[src/core/wdt_pkg.sv]
// shared constants for the timebase window watchdog and its controller
package wdt_pkg;
  // =========================================================
  // watchdog register offsets
  localparam logic [7:0] OFF_CSR_FIRST  = 8'h00;
  localparam logic [7:0] OFF_CSR_SECOND = 8'h04;
  localparam logic [7:0] OFF_TIMEBASE   = 8'h08;
  localparam logic [7:0] OFF_EN_STATUS  = 8'h10;
  localparam logic [7:0] OFF_FUNC_CTRL  = 8'h14;
  localparam logic [7:0] OFF_CLOSE_WIN  = 8'h18;
  localparam logic [7:0] OFF_OPEN_WIN   = 8'h1c;
  localparam logic [7:0] OFF_SIG_INIT   = 8'h20;
  localparam logic [7:0] OFF_SIG_RESULT = 8'h24;
  localparam logic [7:0] OFF_DELAY_CNT  = 8'h28;
  // =========================================================
  // field positions
  localparam int BIT_ENABLE   = 0;
  localparam int BIT_STATE    = 2;
  localparam int BIT_RST_STAT = 3;
  localparam int BIT_RESTART  = 1;
  localparam int BIT_WINT     = 2;
  localparam int BIT_PENDING  = 3;
  localparam int BIT_FAIL_LO  = 8;
  localparam int BIT_SEQ_EN   = 0;
  localparam int BIT_DELAY_EN = 1;
  localparam int BIT_FAIL_EN  = 2;
  // =========================================================
  // reset values and limits
  localparam logic [2:0]  FAIL_RESET = 3'h5;
  localparam logic [2:0]  FAIL_MAX   = 3'h7;
  localparam logic [2:0]  FAIL_MIN   = 3'h0;
  localparam logic [31:0] WIN_RESET  = 32'h0000_00ff;
  localparam logic [31:0] TB_MAX     = 32'hffff_ffff;
  localparam logic [1:0]  RESP_OKAY  = 2'h0;
  // =========================================================
  // controller register offsets (on its AHB-Lite side)
  localparam logic [7:0] OFF_CMD_ADDR  = 8'h00;
  localparam logic [7:0] OFF_CMD_WDATA = 8'h04;
  localparam logic [7:0] OFF_CMD_GO    = 8'h08;
  localparam logic [7:0] OFF_CMD_STAT  = 8'h0c;
  localparam logic [7:0] OFF_CMD_RDATA = 8'h10;
  localparam int BIT_GO    = 0;
  localparam int BIT_WRITE = 1;
  localparam int BIT_BUSY  = 0;
  localparam int BIT_DONE  = 1;
  localparam logic [1:0] HTRANS_NONSEQ = 2'h2;

  function automatic logic hit(input logic [7:0] addr, input logic [7:0] off);
    return addr == off;
  endfunction
endpackage

[src/core/wdt_link_if.sv]
// axi4-lite link between the watchdog and its controller
`timescale 1ns/1ps
interface wdt_link_if;
  logic        awvalid;
  logic        awready;
  logic [7:0]  awaddr;
  logic        wvalid;
  logic        wready;
  logic [31:0] wdata;
  logic [3:0]  wstrb;
  logic        bvalid;
  logic        bready;
  logic [1:0]  bresp;
  logic        arvalid;
  logic        arready;
  logic [7:0]  araddr;
  logic        rvalid;
  logic        rready;
  logic [31:0] rdata;
  logic [1:0]  rresp;

  modport device (input awvalid, awaddr, wvalid, wdata, wstrb, bready, arvalid, araddr,
                  rready, output awready, wready, bvalid, bresp, arready, rvalid, rdata, rresp);
  modport controller (output awvalid, awaddr, wvalid, wdata, wstrb, bready, arvalid, araddr,
                      rready, input awready, wready, bvalid, bresp, arready, rvalid, rdata,
                      rresp);
endinterface

[src/core/timebase_window_watchdog.sv]
// watchdog with free-running timebase, legacy and windowed modes, axi4-lite slave
`timescale 1ns/1ps
module timebase_window_watchdog
  import wdt_pkg::*;
#(
  parameter bit WINDOWED    = 1'b0,
  parameter int WDT_WIDTH   = 8,
  parameter bit ENABLE_ONCE = 1'b0,
  parameter int DELAY_WIDTH = 8
) (
  // clock and resets
  input  wire logic hclk,
  input  wire logic hresetn,
  input  wire logic por_n,
  // link to the controller
  wdt_link_if.device link,
  // system side
  input  wire logic freeze,
  output logic      wdt_reset,
  output logic      wdt_reset_pending,
  output logic      wdt_interrupt,
  output logic      tb_interrupt
);
  // =========================================================
  // bus slave
  logic        bvalid_q;
  logic        rvalid_q;
  logic [31:0] rdata_q;
  wire         wr_fire = link.awvalid & link.wvalid & ~bvalid_q;
  wire         rd_fire = link.arvalid & ~rvalid_q;
  wire  [7:0]  wa      = link.awaddr;
  wire  [31:0] wd      = link.wdata;
  logic [31:0] rd_val;

  assign link.awready = wr_fire;
  assign link.wready  = wr_fire;
  assign link.bvalid  = bvalid_q;
  assign link.bresp   = RESP_OKAY;
  assign link.arready = rd_fire;
  assign link.rvalid  = rvalid_q;
  assign link.rdata   = rdata_q;
  assign link.rresp   = RESP_OKAY;

  always_ff @(posedge hclk or negedge hresetn) begin
    if (!hresetn) begin
      bvalid_q <= 1'b0;
      rvalid_q <= 1'b0;
      rdata_q  <= 32'h0;
    end else begin
      bvalid_q <= wr_fire | (bvalid_q & ~link.bready);
      rvalid_q <= rd_fire | (rvalid_q & ~link.rready);
      if (rd_fire) rdata_q <= rd_val;
    end
  end

  // =========================================================
  // legacy watchdog
  logic                 en_first;
  logic                 en_second;
  logic                 state_bit;
  logic                 leg_expired;
  logic [WDT_WIDTH-1:0] wdt_cnt;
  wire leg_en     = ~WINDOWED & (en_first | en_second);
  wire wr_first   = wr_fire & ~WINDOWED & hit(wa, OFF_CSR_FIRST);
  wire wr_second  = wr_fire & ~WINDOWED & hit(wa, OFF_CSR_SECOND);
  // enable-once: a running watchdog ignores attempts to clear either enable
  wire leg_locked = leg_expired | (ENABLE_ONCE & leg_en);
  // the counter wraps after 2**WDT_WIDTH cycles
  wire expiry     = leg_en & ~leg_expired & ~freeze & (&wdt_cnt);

  always_ff @(posedge hclk or negedge hresetn) begin
    if (!hresetn) begin
      en_first    <= 1'b0;
      en_second   <= 1'b0;
      state_bit   <= 1'b0;
      leg_expired <= 1'b0;
      wdt_cnt     <= '0;
    end else begin
      if (wr_first && !(leg_locked && !wd[BIT_ENABLE])) en_first <= wd[BIT_ENABLE];
      if (wr_second && !(leg_locked && !wd[BIT_ENABLE])) en_second <= wd[BIT_ENABLE];
      if (expiry && !state_bit) begin
        state_bit <= 1'b1;
      end else if (wr_first && wd[BIT_STATE] && !expiry) begin
        state_bit <= 1'b0;
      end
      if (expiry && state_bit) leg_expired <= 1'b1;
      if (!leg_en || leg_expired) begin
        wdt_cnt <= '0;
      end else if (!freeze) begin
        wdt_cnt <= wdt_cnt + 1'b1;
      end
    end
  end

  // =========================================================
  // windowed watchdog
  logic                   wen;
  logic                   in_open;
  logic                   win_dead;
  logic                   win_reset;
  logic                   wint;
  logic                   pending;
  logic [31:0]            win_cnt;
  logic [31:0]            close_len;
  logic [31:0]            open_len;
  logic [31:0]            sig_init;
  logic [31:0]            sig_result;
  logic [2:0]             func_ctrl;
  logic [2:0]             fail_counter;
  logic [DELAY_WIDTH-1:0] delay_cnt;
  wire wr_es      = wr_fire & WINDOWED & hit(wa, OFF_EN_STATUS);
  wire seq_en     = func_ctrl[BIT_SEQ_EN];
  wire delay_en   = func_ctrl[BIT_DELAY_EN];
  wire fail_en    = func_ctrl[BIT_FAIL_EN];
  wire live       = wen & ~win_dead;
  wire kick       = wr_es & live & (wd[BIT_RESTART] | ~wd[BIT_ENABLE]);
  wire sig_bad    = seq_en & (sig_init != sig_result);
  wire good       = kick & in_open & ~sig_bad;
  wire open_over  = live & in_open & (win_cnt == open_len) & ~kick;
  wire bad        = (kick & ~good) | open_over;
  wire trigger    = bad & ~pending & (~fail_en | (fail_counter == FAIL_MAX));
  wire delay_done = pending & (&delay_cnt);
  wire fire       = (trigger & ~delay_en) | delay_done;
  wire wen_start  = wr_es & wd[BIT_ENABLE] & ~wen & ~win_dead;

  always_ff @(posedge hclk or negedge hresetn) begin
    if (!hresetn) begin
      wen          <= 1'b0;
      in_open      <= 1'b0;
      win_dead     <= 1'b0;
      win_reset    <= 1'b0;
      wint         <= 1'b0;
      pending      <= 1'b0;
      win_cnt      <= 32'h0;
      close_len    <= WIN_RESET;
      open_len     <= WIN_RESET;
      sig_init     <= 32'h0;
      sig_result   <= 32'h0;
      func_ctrl    <= 3'h0;
      fail_counter <= FAIL_RESET;
      delay_cnt    <= '0;
    end else begin
      if (wr_fire && WINDOWED && !live) begin
        if (hit(wa, OFF_FUNC_CTRL)) func_ctrl <= wd[2:0];
        if (hit(wa, OFF_CLOSE_WIN)) close_len <= wd;
        if (hit(wa, OFF_OPEN_WIN)) open_len <= wd;
      end
      if (wr_fire && WINDOWED && hit(wa, OFF_SIG_INIT)) sig_init <= wd;
      if (wr_fire && WINDOWED && hit(wa, OFF_SIG_RESULT)) sig_result <= wd;
      if (bad) begin
        wint <= 1'b1;
      end else if (wr_es && wd[BIT_WINT]) begin
        wint <= 1'b0;
      end
      if (fail_en && good && fail_counter != FAIL_MIN) fail_counter <= fail_counter - 1'b1;
      if (fail_en && bad && fail_counter != FAIL_MAX) fail_counter <= fail_counter + 1'b1;
      if (trigger && delay_en) pending <= 1'b1;
      delay_cnt <= pending ? delay_cnt + 1'b1 : '0;
      if (fire) begin
        win_reset <= 1'b1;
        win_dead  <= 1'b1;
        wen       <= 1'b0;
        pending   <= 1'b0;
      end else if (wen_start) begin
        wen     <= 1'b1;
        in_open <= 1'b0;
        win_cnt <= 32'h0;
      end else if (good && !wd[BIT_ENABLE] && !ENABLE_ONCE) begin
        wen <= 1'b0;
      end else if (good || open_over) begin
        in_open <= 1'b0;
        win_cnt <= 32'h0;
      end else if (live && !in_open && win_cnt == close_len) begin
        in_open <= 1'b1;
        win_cnt <= 32'h0;
      end else if (live) begin
        win_cnt <= win_cnt + 1'b1;
      end
    end
  end

  // =========================================================
  // timebase and reset cause
  logic [31:0] timebase;
  logic        tb_pulse;
  logic        rst_cause;
  wire leg_start = ~leg_en & ((wr_first | wr_second) & wd[BIT_ENABLE]);
  wire tb_clear  = leg_start | wen_start;
  wire any_reset = WINDOWED ? win_reset : leg_expired;

  always_ff @(posedge hclk or negedge hresetn) begin
    if (!hresetn) begin
      timebase <= 32'h0;
      tb_pulse <= 1'b0;
    end else begin
      timebase <= tb_clear ? 32'h0 : timebase + 32'h1;
      tb_pulse <= ~tb_clear & (timebase == TB_MAX);
    end
  end

  // reset cause survives the bus reset; only a power-on reset or a write of its status bit clears it
  always_ff @(posedge hclk or negedge por_n) begin
    if (!por_n) begin
      rst_cause <= 1'b0;
    end else if (any_reset) begin
      rst_cause <= 1'b1;
    end else if (wr_fire && hit(wa, WINDOWED ? OFF_EN_STATUS : OFF_CSR_FIRST)
                 && wd[BIT_RST_STAT + 1 - 1 + (WINDOWED ? 1 : 0)]) begin
      rst_cause <= 1'b0;
    end
  end

  // =========================================================
  // read map and outputs
  wire [31:0] csr_first = {timebase[31:4], rst_cause, state_bit, 1'b0, leg_en};
  wire [31:0] es_word   = {20'h0, 1'b0, fail_counter, 3'h0, rst_cause, pending, wint,
                           1'b0, wen};
  wire [7:0]  ra        = link.araddr;
  assign rd_val = !WINDOWED ? (hit(ra, OFF_CSR_FIRST) ? csr_first :
                               hit(ra, OFF_TIMEBASE)  ? timebase  : 32'h0) :
                  hit(ra, OFF_EN_STATUS)  ? es_word :
                  hit(ra, OFF_FUNC_CTRL)  ? {29'h0, func_ctrl} :
                  hit(ra, OFF_CLOSE_WIN)  ? close_len :
                  hit(ra, OFF_OPEN_WIN)   ? open_len :
                  hit(ra, OFF_SIG_INIT)   ? sig_init :
                  hit(ra, OFF_SIG_RESULT) ? sig_result :
                  hit(ra, OFF_DELAY_CNT)  ? {{(32 - DELAY_WIDTH){1'b0}}, delay_cnt} : 32'h0;

  assign wdt_reset         = any_reset;
  assign wdt_reset_pending = WINDOWED & pending;
  assign wdt_interrupt     = WINDOWED ? wint : state_bit;
  assign tb_interrupt      = tb_pulse;
endmodule // timebase_window_watchdog

[src/flat_wrapper.sv]
// flat-port wrapper written by rule: the top's interface ports become plain ports
module timebase_window_watchdog_flat import wdt_pkg::*;
#(
  parameter bit WINDOWED    = 1'b0,
  parameter int WDT_WIDTH   = 8,
  parameter bit ENABLE_ONCE = 1'b0,
  parameter int DELAY_WIDTH = 8
)
  (hclk, hresetn, por_n, freeze, wdt_reset, wdt_reset_pending, wdt_interrupt, tb_interrupt, link_awvalid, link_awaddr, link_wvalid, link_wdata, link_wstrb, link_bready, link_arvalid, link_araddr, link_rready, link_awready, link_wready, link_bvalid, link_bresp, link_arready, link_rvalid, link_rdata, link_rresp);
  wdt_link_if link_i ();
  input  wire logic hclk;
  input  wire logic hresetn;
  input  wire logic por_n;
  input  wire logic freeze;
  output logic wdt_reset;
  output logic wdt_reset_pending;
  output logic wdt_interrupt;
  output logic tb_interrupt;
  input wire logic [$bits(link_i.awvalid)-1:0] link_awvalid;
  input wire logic [$bits(link_i.awaddr)-1:0] link_awaddr;
  input wire logic [$bits(link_i.wvalid)-1:0] link_wvalid;
  input wire logic [$bits(link_i.wdata)-1:0] link_wdata;
  input wire logic [$bits(link_i.wstrb)-1:0] link_wstrb;
  input wire logic [$bits(link_i.bready)-1:0] link_bready;
  input wire logic [$bits(link_i.arvalid)-1:0] link_arvalid;
  input wire logic [$bits(link_i.araddr)-1:0] link_araddr;
  input wire logic [$bits(link_i.rready)-1:0] link_rready;
  output wire logic [$bits(link_i.awready)-1:0] link_awready;
  output wire logic [$bits(link_i.wready)-1:0] link_wready;
  output wire logic [$bits(link_i.bvalid)-1:0] link_bvalid;
  output wire logic [$bits(link_i.bresp)-1:0] link_bresp;
  output wire logic [$bits(link_i.arready)-1:0] link_arready;
  output wire logic [$bits(link_i.rvalid)-1:0] link_rvalid;
  output wire logic [$bits(link_i.rdata)-1:0] link_rdata;
  output wire logic [$bits(link_i.rresp)-1:0] link_rresp;
  assign link_i.awvalid = link_awvalid;
  assign link_i.awaddr = link_awaddr;
  assign link_i.wvalid = link_wvalid;
  assign link_i.wdata = link_wdata;
  assign link_i.wstrb = link_wstrb;
  assign link_i.bready = link_bready;
  assign link_i.arvalid = link_arvalid;
  assign link_i.araddr = link_araddr;
  assign link_i.rready = link_rready;
  assign link_awready = link_i.awready;
  assign link_wready = link_i.wready;
  assign link_bvalid = link_i.bvalid;
  assign link_bresp = link_i.bresp;
  assign link_arready = link_i.arready;
  assign link_rvalid = link_i.rvalid;
  assign link_rdata = link_i.rdata;
  assign link_rresp = link_i.rresp;
  timebase_window_watchdog #(.WINDOWED(WINDOWED), .WDT_WIDTH(WDT_WIDTH), .ENABLE_ONCE(ENABLE_ONCE), .DELAY_WIDTH(DELAY_WIDTH)) u_core (.hclk(hclk), .hresetn(hresetn), .por_n(por_n), .link(link_i), .freeze(freeze), .wdt_reset(wdt_reset), .wdt_reset_pending(wdt_reset_pending), .wdt_interrupt(wdt_interrupt), .tb_interrupt(tb_interrupt));
endmodule
[config.mk]
export PLATFORM = sky130hd
export DESIGN_NAME = timebase_window_watchdog_flat
export DESIGN_NICKNAME = d
export VERILOG_FILES = /design/src/core/wdt_pkg.sv /design/src/core/wdt_link_if.sv /design/src/core/timebase_window_watchdog.sv /design/src/flat_wrapper.sv
export SDC_FILE = /design/constraint.sdc
export NUM_CORES = 1
export LEC_CHECK = 0
export BUFFER_PORTS_ARGS = -buffer_cell sky130_fd_sc_hd__buf_2
export CAP_MARGIN = 10
export CELL_PAD_IN_SITES_DETAIL_PLACEMENT = 1
export CELL_PAD_IN_SITES_GLOBAL_PLACEMENT = 2
export CORE_AREA = 3 3 111 113
export DETAILED_ROUTE_END_ITERATION = 10
export DIE_AREA = 0 0 114 116
export GPL_ROUTABILITY_DRIVEN = 0
export PLACE_DENSITY_LB_ADDON = 0.25
export SYNTH_ARGS = -nofsm -noshare
export SYNTH_HDL_FRONTEND = slang
export SYNTH_SLANG_ARGS = --single-unit
[constraint.sdc]
create_clock -name hclk -period 2.64 [get_ports hclk]
set_input_delay 0.132 -clock hclk [delete_from_list [all_inputs] [get_ports hclk]]
set_output_delay 0.132 -clock hclk [all_outputs]
set_load 0.1 [all_outputs]
==> results of run 1 <==
## flip-flops by register name, summed over array words and instances, names as in the netlist
register,cells
u_core.tb_interrupt,1
u_core.link.rdata,32
u_core.timebase,32
u_core.link.bvalid,1
u_core.link.rvalid,1
u_core.wdt_reset,1
u_core.en_second,1
u_core.wdt_interrupt,1
u_core.rst_cause,1
u_core.wdt_cnt,8
u_core.en_first,1
## cells by family after synthesis
group,Yosys count,synth area share [%]
flip-flops,80,54.9
buffers and inverters,30,4.11
AND/OR/NAND/NOR,127,19.4
AO/OA/AOI/OAI,74,15.1
adder cells (fa/ha/maj),2,0.686
multiplexers,5,1.44
other,1,0.103
XOR/XNOR,18,4.32
## metal layers
layer	vias to the layer above	part of all wire [%]	GRT usage, %
met5	-	0	0
met4	0	1.6	5.62
met3	14	2.8	3.55
met2	41	49	25.9
met1	1453	47	19.5
li1	1375	-	-
## per-stage QoR
stage | area [sq um] | hold WS [ns] | setup WS [ns] | util (%)
floorplan | 3670 | -0.164 | 0.123 | -
global placement | 4120 | -0.0906 | 0.429 | 36.1
detailed placement | 4120 | -0.0916 | 0.403 | 36.1
CTS | 4440 | 0.0588 | 0.378 | 38.9
global route | 4440 | 0.0713 | 0.190 | 38.9
finish | 4440 | 0.0671 | 0.383 | 38.9
## path summary, 6_finish.rpt
path / startpoint / to / slack (ns) / cells past startpoint
worst min-delay path: link_bready / u_core.link.bvalid$_DFF_PN0_ / 0.07 / 3
worst min register to register: u_core.link.rdata[0]$_DFFE_PN0P_ / u_core.link.rdata[0]$_DFFE_PN0P_ / 0.48 / 2
min in group asynchronous: por_n / u_core.rst_cause$_DFFE_PN0P_ / 0.10 / 2
max in group asynchronous: hresetn / u_core.link.rdata[15]$_DFFE_PN0P_ / 1.61 / 3
worst max register to register: u_core.timebase[1]$_DFF_PN0_ / u_core.timebase[26]$_DFF_PN0_ / 0.38 / 5
worst max-delay path: u_core.timebase[1]$_DFF_PN0_ / u_core.timebase[26]$_DFF_PN0_ / 0.38 / 5
## tightest hold or removal path, stage by stage
cell and delay [ns]:
sky130_fd_sc_hd__buf_2 0.10, sky130_fd_sc_hd__inv_1 0.04, sky130_fd_sc_hd__a21o_1 0.10
## timing repair
action / CTS / global route
hold endpoints to repair: 40 / 0
hold buffers: 3 / 0
buffers inserted: 0 / 0
## where the power goes
part,switching [mW],total (mW),leakage [nW],internal [mW]
sequential,0.135,1.44,1.08,1.31
clock,0.477,1.23,0.145,0.748
combinational,0.226,0.330,0.861,0.103
## cell type report
class | count | area, sq um | area share [%]
multi-input combinational | 231 | 1520 | 34.2
tap | 143 | 179 | 4.03
clock inverter | 4 | 45.0 | 1.01
timing repair buffer | 77 | 420 | 9.47
inverter | 8 | 30.0 | 0.676
clock buffer | 11 | 243 | 5.47
sequential | 80 | 2000 | 45.1
## synthesized netlist by cell type (3+ instances only)
cell,n
sky130_fd_sc_hd__nor4_1,6
sky130_fd_sc_hd__or3_1,4
sky130_fd_sc_hd__a32o_1,3
sky130_fd_sc_hd__xnor2_1,11
sky130_fd_sc_hd__o31ai_1,14
sky130_fd_sc_hd__a22o_1,30
sky130_fd_sc_hd__mux2i_1,3
sky130_fd_sc_hd__or4_1,14
sky130_fd_sc_hd__or2_2,3
sky130_fd_sc_hd__and2_1,3
sky130_fd_sc_hd__a21oi_1,17
sky130_fd_sc_hd__nand2_1,19
sky130_fd_sc_hd__and4_1,3
sky130_fd_sc_hd__clkbuf_1,12
sky130_fd_sc_hd__and3_1,3
sky130_fd_sc_hd__nand3b_1,3
sky130_fd_sc_hd__nand3_1,15
sky130_fd_sc_hd__xor2_1,7
sky130_fd_sc_hd__buf_4,6
sky130_fd_sc_hd__nand4_1,9
sky130_fd_sc_hd__nor3_1,7
sky130_fd_sc_hd__inv_1,8
sky130_fd_sc_hd__a21o_1,4
sky130_fd_sc_hd__o21ai_0,4
sky130_fd_sc_hd__dfrtp_1,80
sky130_fd_sc_hd__nor2_1,28
sky130_fd_sc_hd__nand2b_1,3
==> flow_summary.rst, run 1 <==
.. list-table::
   :header-rows: 1

   * - Metric
     - Value
   * - Number of gates given a new drive strength after cts
     - 0
   * - Worst slew slack as a fraction of its limit
     - 63.6%
   * - First-pass GRT wire length
     - between 15 and 20 mm
   * - CTS Root Cell
     - sky130_fd_sc_hd__clkbuf_16
   * - Share of the cycle needed by the critical path after routing
     - between 80% and 90%
   * - Vertical die dimension
     - 116 um
   * - Worst Tran Pin Value
     - 0.546 ns
   * - Number of remaining DRC errors
     - 0
   * - FILL cells
     - around 1,300
   * - GRT Resource Usage Total
     - 15.4%
   * - Classification of the worst setup path
     - reg -> reg
   * - Number of distinct library cells after synthesis
     - 41
   * - Pin count of the biggest net entering global routing
     - 41
   * - Maximum level of the CTS H-tree
     - 3
   * - Share of async-settable or async-resettable flops after synthesis
     - 100%
   * - Worst-path cell chain
     - ha_1, nand4_1, or2_2, or4_1, a21oi_1
   * - Antenna cells
     - 0
   * - PD cells
     - around 670 nW/um^2
   * - Cell row count
     - 39
   * - Horizontal extent of the die
     - 114 um
   * - Min Tclk post-route
     - around 2.3 ns
   * - Maximum operating frequency
     - 443 MHz
   * - Total leakage power
     - 2.09 nW
   * - Cell type of the slowest stage on the worst timing path
     - sky130_fd_sc_hd__or4_1
   * - WP data arrival
     - 2.52 ns
   * - Register bit total from synthesis
     - 80
   * - Starting density of the core
     - 32.0%
   * - Most frequent cells in the layout
     - sky130_fd_sc_hd__dfrtp_1, sky130_fd_sc_hd__buf_2, sky130_fd_sc_hd__a22o_1, sky130_fd_sc_hd__nor2_1, sky130_fd_sc_hd__nand2_1
   * - Total wire length after detailed routing
     - 9.42 mm
   * - Final setup violation count
     - 0
   * - Clock insertion delay at the later pin of the skew report
     - 0.34 ns
   * - Status
     - finished clean
   * - CTS tree
     - done
   * - Total of buffers placed on input and output ports
     - 67
   * - Cell taking the most area after synthesis
     - sky130_fd_sc_hd__dfrtp_1
   * - Worst setup EP type
     - flop
   * - Maximum fanout along the worst path
     - 18
   * - Final Slew Violations
     - 0
   * - Grt total ovfl
     - 0
   * - Core region area
     - 11,400 sq um
   * - Via count of the first global-routing pass
     - 3,129
   * - Gate Count Post-Synth
     - 337
   * - Total number of vias
     - 2,883
   * - Gate family responsible for the most delay along the worst path
     - simple AND/OR/NAND/NOR gates
   * - Data required, critical path
     - about 2.9 ns
   * - CP bufs+invs
     - 0
   * - Max-capacitance violation count
     - 0
   * - Count of flip-flops with a built-in enable after synthesis
     - 0
   * - Die footprint
     - approximately 13,000 sq um
   * - Half-perimeter wire length after detailed placement
     - 6.56 mm
   * - Post-Syn Area per Cell
     - 10.8 sq um
   * - Yosys Warn Count
     - 0
   * - Top-level port count
     - 106
   * - Final net count
     - 470
   * - Total clock buffers created by CTS
     - 9
   * - PnR Total Power
     - approximately 3 mW
   * - CP startpoint kind
     - flop
   * - Number of antenna violations at the first check in global routing
     - 0
   * - Post-placement cell count
     - 536
   * - Commonest non-fill, non-tap cell in the layout
     - sky130_fd_sc_hd__dfrtp_1
   * - Area share of the largest cell type after synthesis
     - 54.9%
   * - Average wire per cell in the routed design
     - 17.0 um
   * - Area of the mapped netlist
     - 3650 sq um
   * - Worst IR drop on VDD
     - 373 uV
   * - Layout overhead on the synthesized area
     - 21.6%
   * - Setup_tns
     - 0 ns
   * - Class of the most critical hold timing path
     - in -> reg
   * - Non-Filler Instances
     - 554
   * - Mean number of vias per cell
     - 5.20
   * - TritonCTS Sinks
     - 80
   * - Drt first-iter violations
     - between 100 and 150
   * - Largest buffer count on any clock path
     - 2
   * - Setup skew after layout
     - 0.00565 ns
   * - Share of layout cells above drive strength 1
     - 23.8%
   * - Post-route antenna net violation count
     - 0
   * - Fraction of the yosys area taken by sequential cells
     - 54.9%
   * - RSZ-0062 raised after global routing
     - false
   * - Area contributors post-synth
     - sky130_fd_sc_hd__dfrtp_1, sky130_fd_sc_hd__a22o_1, sky130_fd_sc_hd__nor2_1
   * - Total count of hold-check failures in the final report
     - 0
   * - Number of iterations in the first detailed-routing pass
     - 4
   * - Top_reg_cell synth
     - sky130_fd_sc_hd__dfrtp_1
   * - Clock Pin Slew Worst Setup and Hold Paths
     - ~0.06 ns
   * - CP max stage delay
     - 0.54 ns
(Power assumes the default switching activity.)
==> inputs of run 2 (changes only) <==
Settings changed: ABC_AREA set to 1, CORE_AREA 3 3 111 113 to 3 3 174 91, DIE_AREA 0 0 114 116 to 0 0 177 94.
==> flow_summary.rst, run 2 <==
.. list-table::
   :header-rows: 1

   * - Metric
     - Value
   * - DP Area
     - 4720 sq um
   * - Total leakage power
     - 2.80 nW
   * - Commonest non-fill, non-tap cell in the layout
     - sky130_fd_sc_hd__nand2_1
   * - Met3 demand-to-capacity share in global routing
     - between 3 and 4%
   * - Clock insertion delay at the later pin of the skew report
     - 0.34 ns
   * - Area of the mapped netlist
     - 4180 sq um
   * - Total clock buffers created by CTS
     - 9
   * - RSZ-0062 raised after global routing
     - false
   * - Status
     - finished clean
   * - Share of layout cells above drive strength 1
     - roughly 17%
   * - Number of hold-repair buffers added at the cts stage
     - 4
   * - Worst slew slack as a fraction of its limit
     - 48.0%
   * - Half-perimeter wire length after detailed placement
     - around 8.9 mm
   * - Core region area
     - ~14,000 sq um
   * - Top_reg_cell synth
     - sky130_fd_sc_hd__dfrtp_1
   * - Cell row count
     - 31
   * - Maximum level of the CTS H-tree
     - 3
   * - Most numerous cell in the Yosys netlist
     - sky130_fd_sc_hd__nand2_1
   * - Post-route antenna net violation count
     - 0
   * - Ranking of synthesized cells by instance count
     - sky130_fd_sc_hd__nand2_1, sky130_fd_sc_hd__nor2_1, sky130_fd_sc_hd__dfrtp_1, sky130_fd_sc_hd__nand3_1, sky130_fd_sc_hd__inv_1
   * - Cell type of the slowest stage on the worst timing path
     - sky130_fd_sc_hd__dfrtp_1
   * - Total wire length after detailed routing
     - 11.8 mm
   * - First-pass GRT wire length
     - slightly below 20 mm
   * - GRT Resource Usage Total
     - between 15 and 20%
   * - PD cells
     - ~560 nW/um^2
   * - Total count of hold-check failures in the final report
     - 0
   * - Number of gates given a new drive strength after cts
     - 0
   * - Clock network fraction of total power
     - 44.4%
   * - Layout overhead on the synthesized area
     - 20.9%
   * - Final net count
     - between 600 and 700
   * - Met2 Use GR
     - 23.8%
   * - Average wire per cell in the routed design
     - 14.1 um
   * - Yosys Warn Count
     - 0
   * - CP startpoint kind
     - flop
   * - Worst Tran Pin Value
     - roughly 0.8 ns
   * - Share of async-settable or async-resettable flops after synthesis
     - 100%
   * - Pin count of the biggest net entering global routing
     - 53
   * - Critical path's most frequent cell
     - sky130_fd_sc_hd__nor2_4
   * - Top-level port count
     - 106
   * - Layer carrying the most global-route usage
     - met2
   * - Data required, critical path
     - 2.91 ns
   * - Gate Count Post-Synth
     - 561
   * - CTS Root Cell
     - sky130_fd_sc_hd__clkbuf_16
   * - Area contributors post-synth
     - sky130_fd_sc_hd__dfrtp_1, sky130_fd_sc_hd__nand2_1, sky130_fd_sc_hd__nor2_1
   * - Starting density of the core
     - 29.1%
   * - Portion of total power attributed to combinational logic
     - 11.7%
   * - Class of the most critical hold timing path
     - in -> reg
   * - Setup_tns
     - 0 ns
   * - CTS tree
     - done
   * - PnR Total Power
     - between 2 and 3 mW
   * - Total of buffers placed on input and output ports
     - between 60 and 70
   * - Routing usage on met1
     - roughly a fifth
   * - Largest buffer count on any clock path
     - 2
   * - Register bit total from synthesis
     - 80
   * - Grt total ovfl
     - 0
   * - Mean number of vias per cell
     - ~4.4
   * - Min Tclk post-route
     - around 1.7 ns
   * - TritonCTS Sinks
     - 80
   * - Final setup violation count
     - 0
   * - Post-Syn Area per Cell
     - 7.46 sq um
   * - Most frequent cells in the layout
     - sky130_fd_sc_hd__nand2_1, sky130_fd_sc_hd__nor2_1, sky130_fd_sc_hd__dfrtp_1, sky130_fd_sc_hd__buf_2, sky130_fd_sc_hd__nand3_1
   * - Worst-path cell chain
     - ha_1, nand2_2, nor2_4, nand2_4, nor2_4, nand3_1, nor2_1, nand2_1, inv_1
   * - Antenna cells
     - 0
   * - Maximum operating frequency
     - 590 MHz
   * - Clock Pin Slew Worst Setup and Hold Paths
     - roughly 0.060 ns
   * - WP data arrival
     - 1.97 ns
   * - Count of flip-flops with a built-in enable after synthesis
     - 0
   * - Worst setup EP type
     - flop
   * - Part of the total power dissipated in sequential elements
     - 43.9%
   * - Number of distinct library cells after synthesis
     - 29
   * - Drt first-iter violations
     - 140
   * - Switching component of the power
     - about 0.78 mW
   * - Setup bufs post-CTS
     - 0
   * - Core Util, Final
     - between 30% and 40%
   * - Area share of the largest cell type after synthesis
     - 47.9%
   * - Die footprint
     - between 15,000 and 20,000 sq um
   * - Number of remaining DRC errors
     - 0
   * - Cell internal pwr
     - 2.07 mW
   * - Number of antenna violations at the first check in global routing
     - 0
   * - Classification of the worst setup path
     - reg -> reg
   * - Cell taking the most area after synthesis
     - sky130_fd_sc_hd__dfrtp_1
   * - Share of the cycle needed by the critical path after routing
     - 64.2%
   * - Fraction of the yosys area taken by sequential cells
     - 47.9%
   * - Max-capacitance violation count
     - 0
   * - Switching part of the total power
     - 27.4%
   * - Total number of vias
     - 3,663
   * - Maximum fanout along the worst path
     - 6
   * - Via count of the first global-routing pass
     - between 3,000 and 4,000
   * - Worst hold slack after final layout
     - 0.0369 ns
   * - CP max stage delay
     - 0.47 ns
   * - Worst IR drop on VDD
     - 279 uV
   * - Vertical die dimension
     - 94 um
   * - Horizontal extent of the die
     - 177 um
   * - Final design area excluding fillers
     - 5060 sq um
   * - Number of iterations in the first detailed-routing pass
     - 4
   * - Final Slew Violations
     - 0
   * - Setup skew after layout
     - 0.00912 ns
-- run 2: area by class of cell --
cell class | count | area (sq um)
clock inverter | 3 | 42.5
tap | 198 | 248
fill | 1783 | 9330
timing repair buffer | 75 | 423
inverter | 63 | 236
sequential | 80 | 2000
clock buffer | 11 | 253
multi-input combinational | 406 | 1850
-- run 2: cell families after synthesis --
group           synth area share, %
fa+ha+maj                     0.598
flops                          47.9
buf+inv                        8.20
simple gates                   37.1
xor+xnor                       2.93
compound gates                 3.20
other cells                  0.0897
-- run 2: final timing paths --
kind,from,endpoint,slack [ns],cells after the start
max in group asynchronous,hresetn,u_core.link.rdata[1]$_DFFE_PN0P_,1.54,3
worst min-delay path,link_wdata[3],u_core.rst_cause$_DFFE_PN0P_,0.04,4
worst max-delay path,u_core.timebase[0]$_DFF_PN0_,u_core.tb_interrupt$_DFF_PN0_,0.94,9
worst max register to register,u_core.timebase[0]$_DFF_PN0_,u_core.tb_interrupt$_DFF_PN0_,0.94,9
min in group asynchronous,por_n,u_core.rst_cause$_DFFE_PN0P_,0.09,2
worst min register to register,u_core.link.rdata[6]$_DFFE_PN0P_,u_core.link.rdata[6]$_DFFE_PN0P_,0.47,2
-- run 2: routing by layer --
metal	vias up	part of all wire, %	wire length (um)
li1	1870	-	-
met2	58	42	4980
met5	-	0	0
met4	0	0.85	100
met1	1725	52	6170
met3	10	4.3	511
-- run 2: power by group through the flow --
stage	registers, mW	logic (mW)	clock network, mW
3_3_place_gp	1.27	0.332	0
6_report	1.25	0.335	1.27
5_1_grt	1.25	0.357	1.36
2_1_floorplan	1.39	0.120	0
4_1_cts	1.25	0.340	1.31
3_5_place_dp	1.27	0.335	0
-- run 2: through the flow --
step,setup WS (ns),instances
2_1_floorplan,0.138,565
3_3_place_gp,0.923,818
3_5_place_dp,0.908,818
4_1_cts,0.896,836
5_1_grt,0.692,836
6_report,0.945,836
-- run 2: worst max-delay path, delay by kind of cell (launching register included) --
kind          cells  cell delay [ns]
fa+ha+maj         1             0.27
buf+inv           1             0.06
simple gates      7             0.84
flops             1             0.47
==> inputs of run 3 (changes only) <==
Clock period 2.64 ns to 1.6 ns, I/O delays scaled along.
==> flow_summary.rst, run 3 (synthesized netlist as in run 2, its figures left out) <==
.. list-table::
   :header-rows: 1

   * - Metric
     - Value
   * - Status
     - finished clean
   * - Maximum operating frequency
     - ~660 MHz
   * - Starting density of the core
     - between 20% and 30%
   * - CP startpoint kind
     - flop
   * - Maximum fanout along the worst path
     - 4
   * - First-pass GRT wire length
     - about 20 mm
   * - Number of antenna violations at the first check in global routing
     - 0
   * - Horizontal extent of the die
     - 177 um
   * - Layout overhead on the synthesized area
     - 28.4%
   * - Cell row count
     - 31
   * - RSZ-0062 raised after global routing
     - true
   * - Total of buffers placed on input and output ports
     - 67
   * - Pin count of the biggest net entering global routing
     - 34
   * - Worst setup EP type
     - output port
   * - Total clock buffers created by CTS
     - 9
   * - Total leakage power
     - between 2 and 3 nW
   * - Data required, critical path
     - 1.52 ns
   * - Clock Pin Slew Worst Setup and Hold Paths
     - roughly 0.06 ns
   * - Cell type of the slowest stage on the worst timing path
     - sky130_fd_sc_hd__dfrtp_4
   * - Die footprint
     - around 17,000 sq um
   * - Total count of hold-check failures in the final report
     - 0
   * - Worst-path cell chain
     - inv_2, nand3_4, clkinvlp_4, clkbuf_4
   * - Share of layout cells above drive strength 1
     - 21.6%
   * - Antenna cells
     - 0
   * - Setup_tns
     - 0 ns
   * - Setup slack after placement
     - 0.0790 ns
   * - PD cells
     - 906 nW/um^2
   * - Class of the most critical hold timing path
     - in -> reg
   * - Largest buffer count on any clock path
     - 2
   * - Via count of the first global-routing pass
     - a little under 4,000
   * - WP data arrival
     - 1.44 ns
   * - Gate family responsible for the most delay along the worst path
     - buffers and inverters
   * - Number of remaining DRC errors
     - 0
   * - Grt total ovfl
     - 0
   * - Worst Tran Pin Value
     - 0.797 ns
   * - Final net count
     - 714
   * - Clock insertion delay at the later pin of the skew report
     - ~0.34 ns
   * - Share of the cycle needed by the critical path after routing
     - 94.7%
   * - Total number of vias
     - roughly 3,800
   * - Total wire length after detailed routing
     - between 10 and 15 mm
   * - Post-route antenna net violation count
     - 0
   * - GRT Resource Usage Total
     - 15.3%
   * - Worst IR drop on VDD
     - 395 uV
   * - Final setup violation count
     - 0
   * - Average wire per cell in the routed design
     - 14.7 um
   * - Final worst setup slack
     - 0.0847 ns
   * - Half-perimeter wire length after detailed placement
     - 8.89 mm
   * - Max-capacitance violation count
     - 0
   * - Most frequent cells in the layout
     - sky130_fd_sc_hd__nand2_1, sky130_fd_sc_hd__nor2_1, sky130_fd_sc_hd__dfrtp_1, sky130_fd_sc_hd__buf_2, sky130_fd_sc_hd__nand3_1
   * - Setup skew after layout
     - 0.00710 ns
   * - Final Slew Violations
     - 0
   * - Min Tclk post-route
     - 1.52 ns
   * - CTS tree
     - done
   * - Vertical die dimension
     - 94 um
   * - Core region area
     - 14,400 sq um
   * - Maximum level of the CTS H-tree
     - 3
   * - Top-level port count
     - approximately 110
   * - CTS Root Cell
     - sky130_fd_sc_hd__clkbuf_16
   * - Classification of the worst setup path
     - reg -> out
   * - PnR Total Power
     - 4.87 mW
   * - CP max stage delay
     - between 0.4 and 0.5 ns
   * - Drt first-iter violations
     - 169
   * - Number of iterations in the first detailed-routing pass
     - 4
   * - Worst slew slack as a fraction of its limit
     - 46.7%
   * - TritonCTS Sinks
     - 80
   * - Commonest non-fill, non-tap cell in the layout
     - sky130_fd_sc_hd__nand2_1
   * - Mean number of vias per cell
     - 4.41
   * - CP bufs+invs
     - 3
   * - Worst hold slack after final layout
     - 0.0252 ns
-- run 3: cell count changes in the layout (fill, tap and decap cells not counted), moves of 3 or more --
| cell | change |
|---|---|
| sky130_fd_sc_hd__nand3_1 | -5 |
| sky130_fd_sc_hd__clkbuf_16 | +3 |
| sky130_fd_sc_hd__buf_4 | +7 |
| sky130_fd_sc_hd__inv_1 | -4 |
| sky130_fd_sc_hd__dfrtp_1 | -3 |
| sky130_fd_sc_hd__nand3_2 | +4 |
| sky130_fd_sc_hd__buf_12 | +4 |
| sky130_fd_sc_hd__nor2_1 | -3 |
-- run 3: tightest hold or removal path: stages --
cell and delay, ns:
sky130_fd_sc_hd__buf_2 0.13, sky130_fd_sc_hd__nand3_2 0.08, sky130_fd_sc_hd__nand2_1 0.05
-- run 3: timing repair --
item                                   in CTS  in global routing
buffers inserted                            0                  1
pin swaps                                   0                  0
hold buffers                                5                  0
endpoints found under the hold margin      64                  0
gates cloned                                0                  4
setup endpoints to repair                   2                 29
gates resized for setup                     0                 13
-- run 3: worst paths after layout --
kind,start,end,slack (ns),depth (start not counted)
max,u_core.link.bvalid$_DFF_PN0_,link_awready,0.08,4
min,link_wdata[0],u_core.en_second$_DFFE_PN0P_,0.03,3
max reg2reg,u_core.link.bvalid$_DFF_PN0_,u_core.timebase[2]$_DFF_PN0_,0.10,9
min reg2reg,u_core.link.rdata[17]$_DFFE_PN0P_,u_core.link.rdata[17]$_DFFE_PN0P_,0.47,2
max in group asynchronous,hresetn,u_core.timebase[0]$_DFF_PN0_,0.83,3
min in group asynchronous,por_n,u_core.rst_cause$_DFFE_PN0P_,0.04,2
-- run 3: layout make-up --
type	count	area, sq um
inverters	63	245
clock inverters	4	70.1
repair buffers	91	657
fillers	1782	9020
flip-flops and latches	80	2010
well taps	198	248
clock buffers	10	239
multi-input cells	406	1910
-- run 3: report_power, final --
group / total, mW / switching [mW] / internal, mW
clock network: 2.19 / 0.802 / 1.39
registers: 2.07 / 0.0159 / 2.05
logic: 0.610 / 0.479 / 0.131
total: 4.87 / 1.30 / 3.57
-- run 3: stage by stage --
step           area (sq um)  util [%]  cells
2_1_floorplan          4230         -    565
3_3_place_gp           4880      33.9    828
3_5_place_dp           4880      33.9    828
4_1_cts                5240      36.4    847
5_1_grt                5370      37.3    852
6_report               5370      37.3    852
-- run 3: per-layer routing --
layer	part of all wire [%]	up-vias	wire, um	track usage [%]
met5	0	-	0	0
met2	42	57	5290	23.9
met4	0.82	0	102	3.53
met1	52	1784	6540	21.4
li1	-	1905	-	-
met3	4.5	9	562	4.04
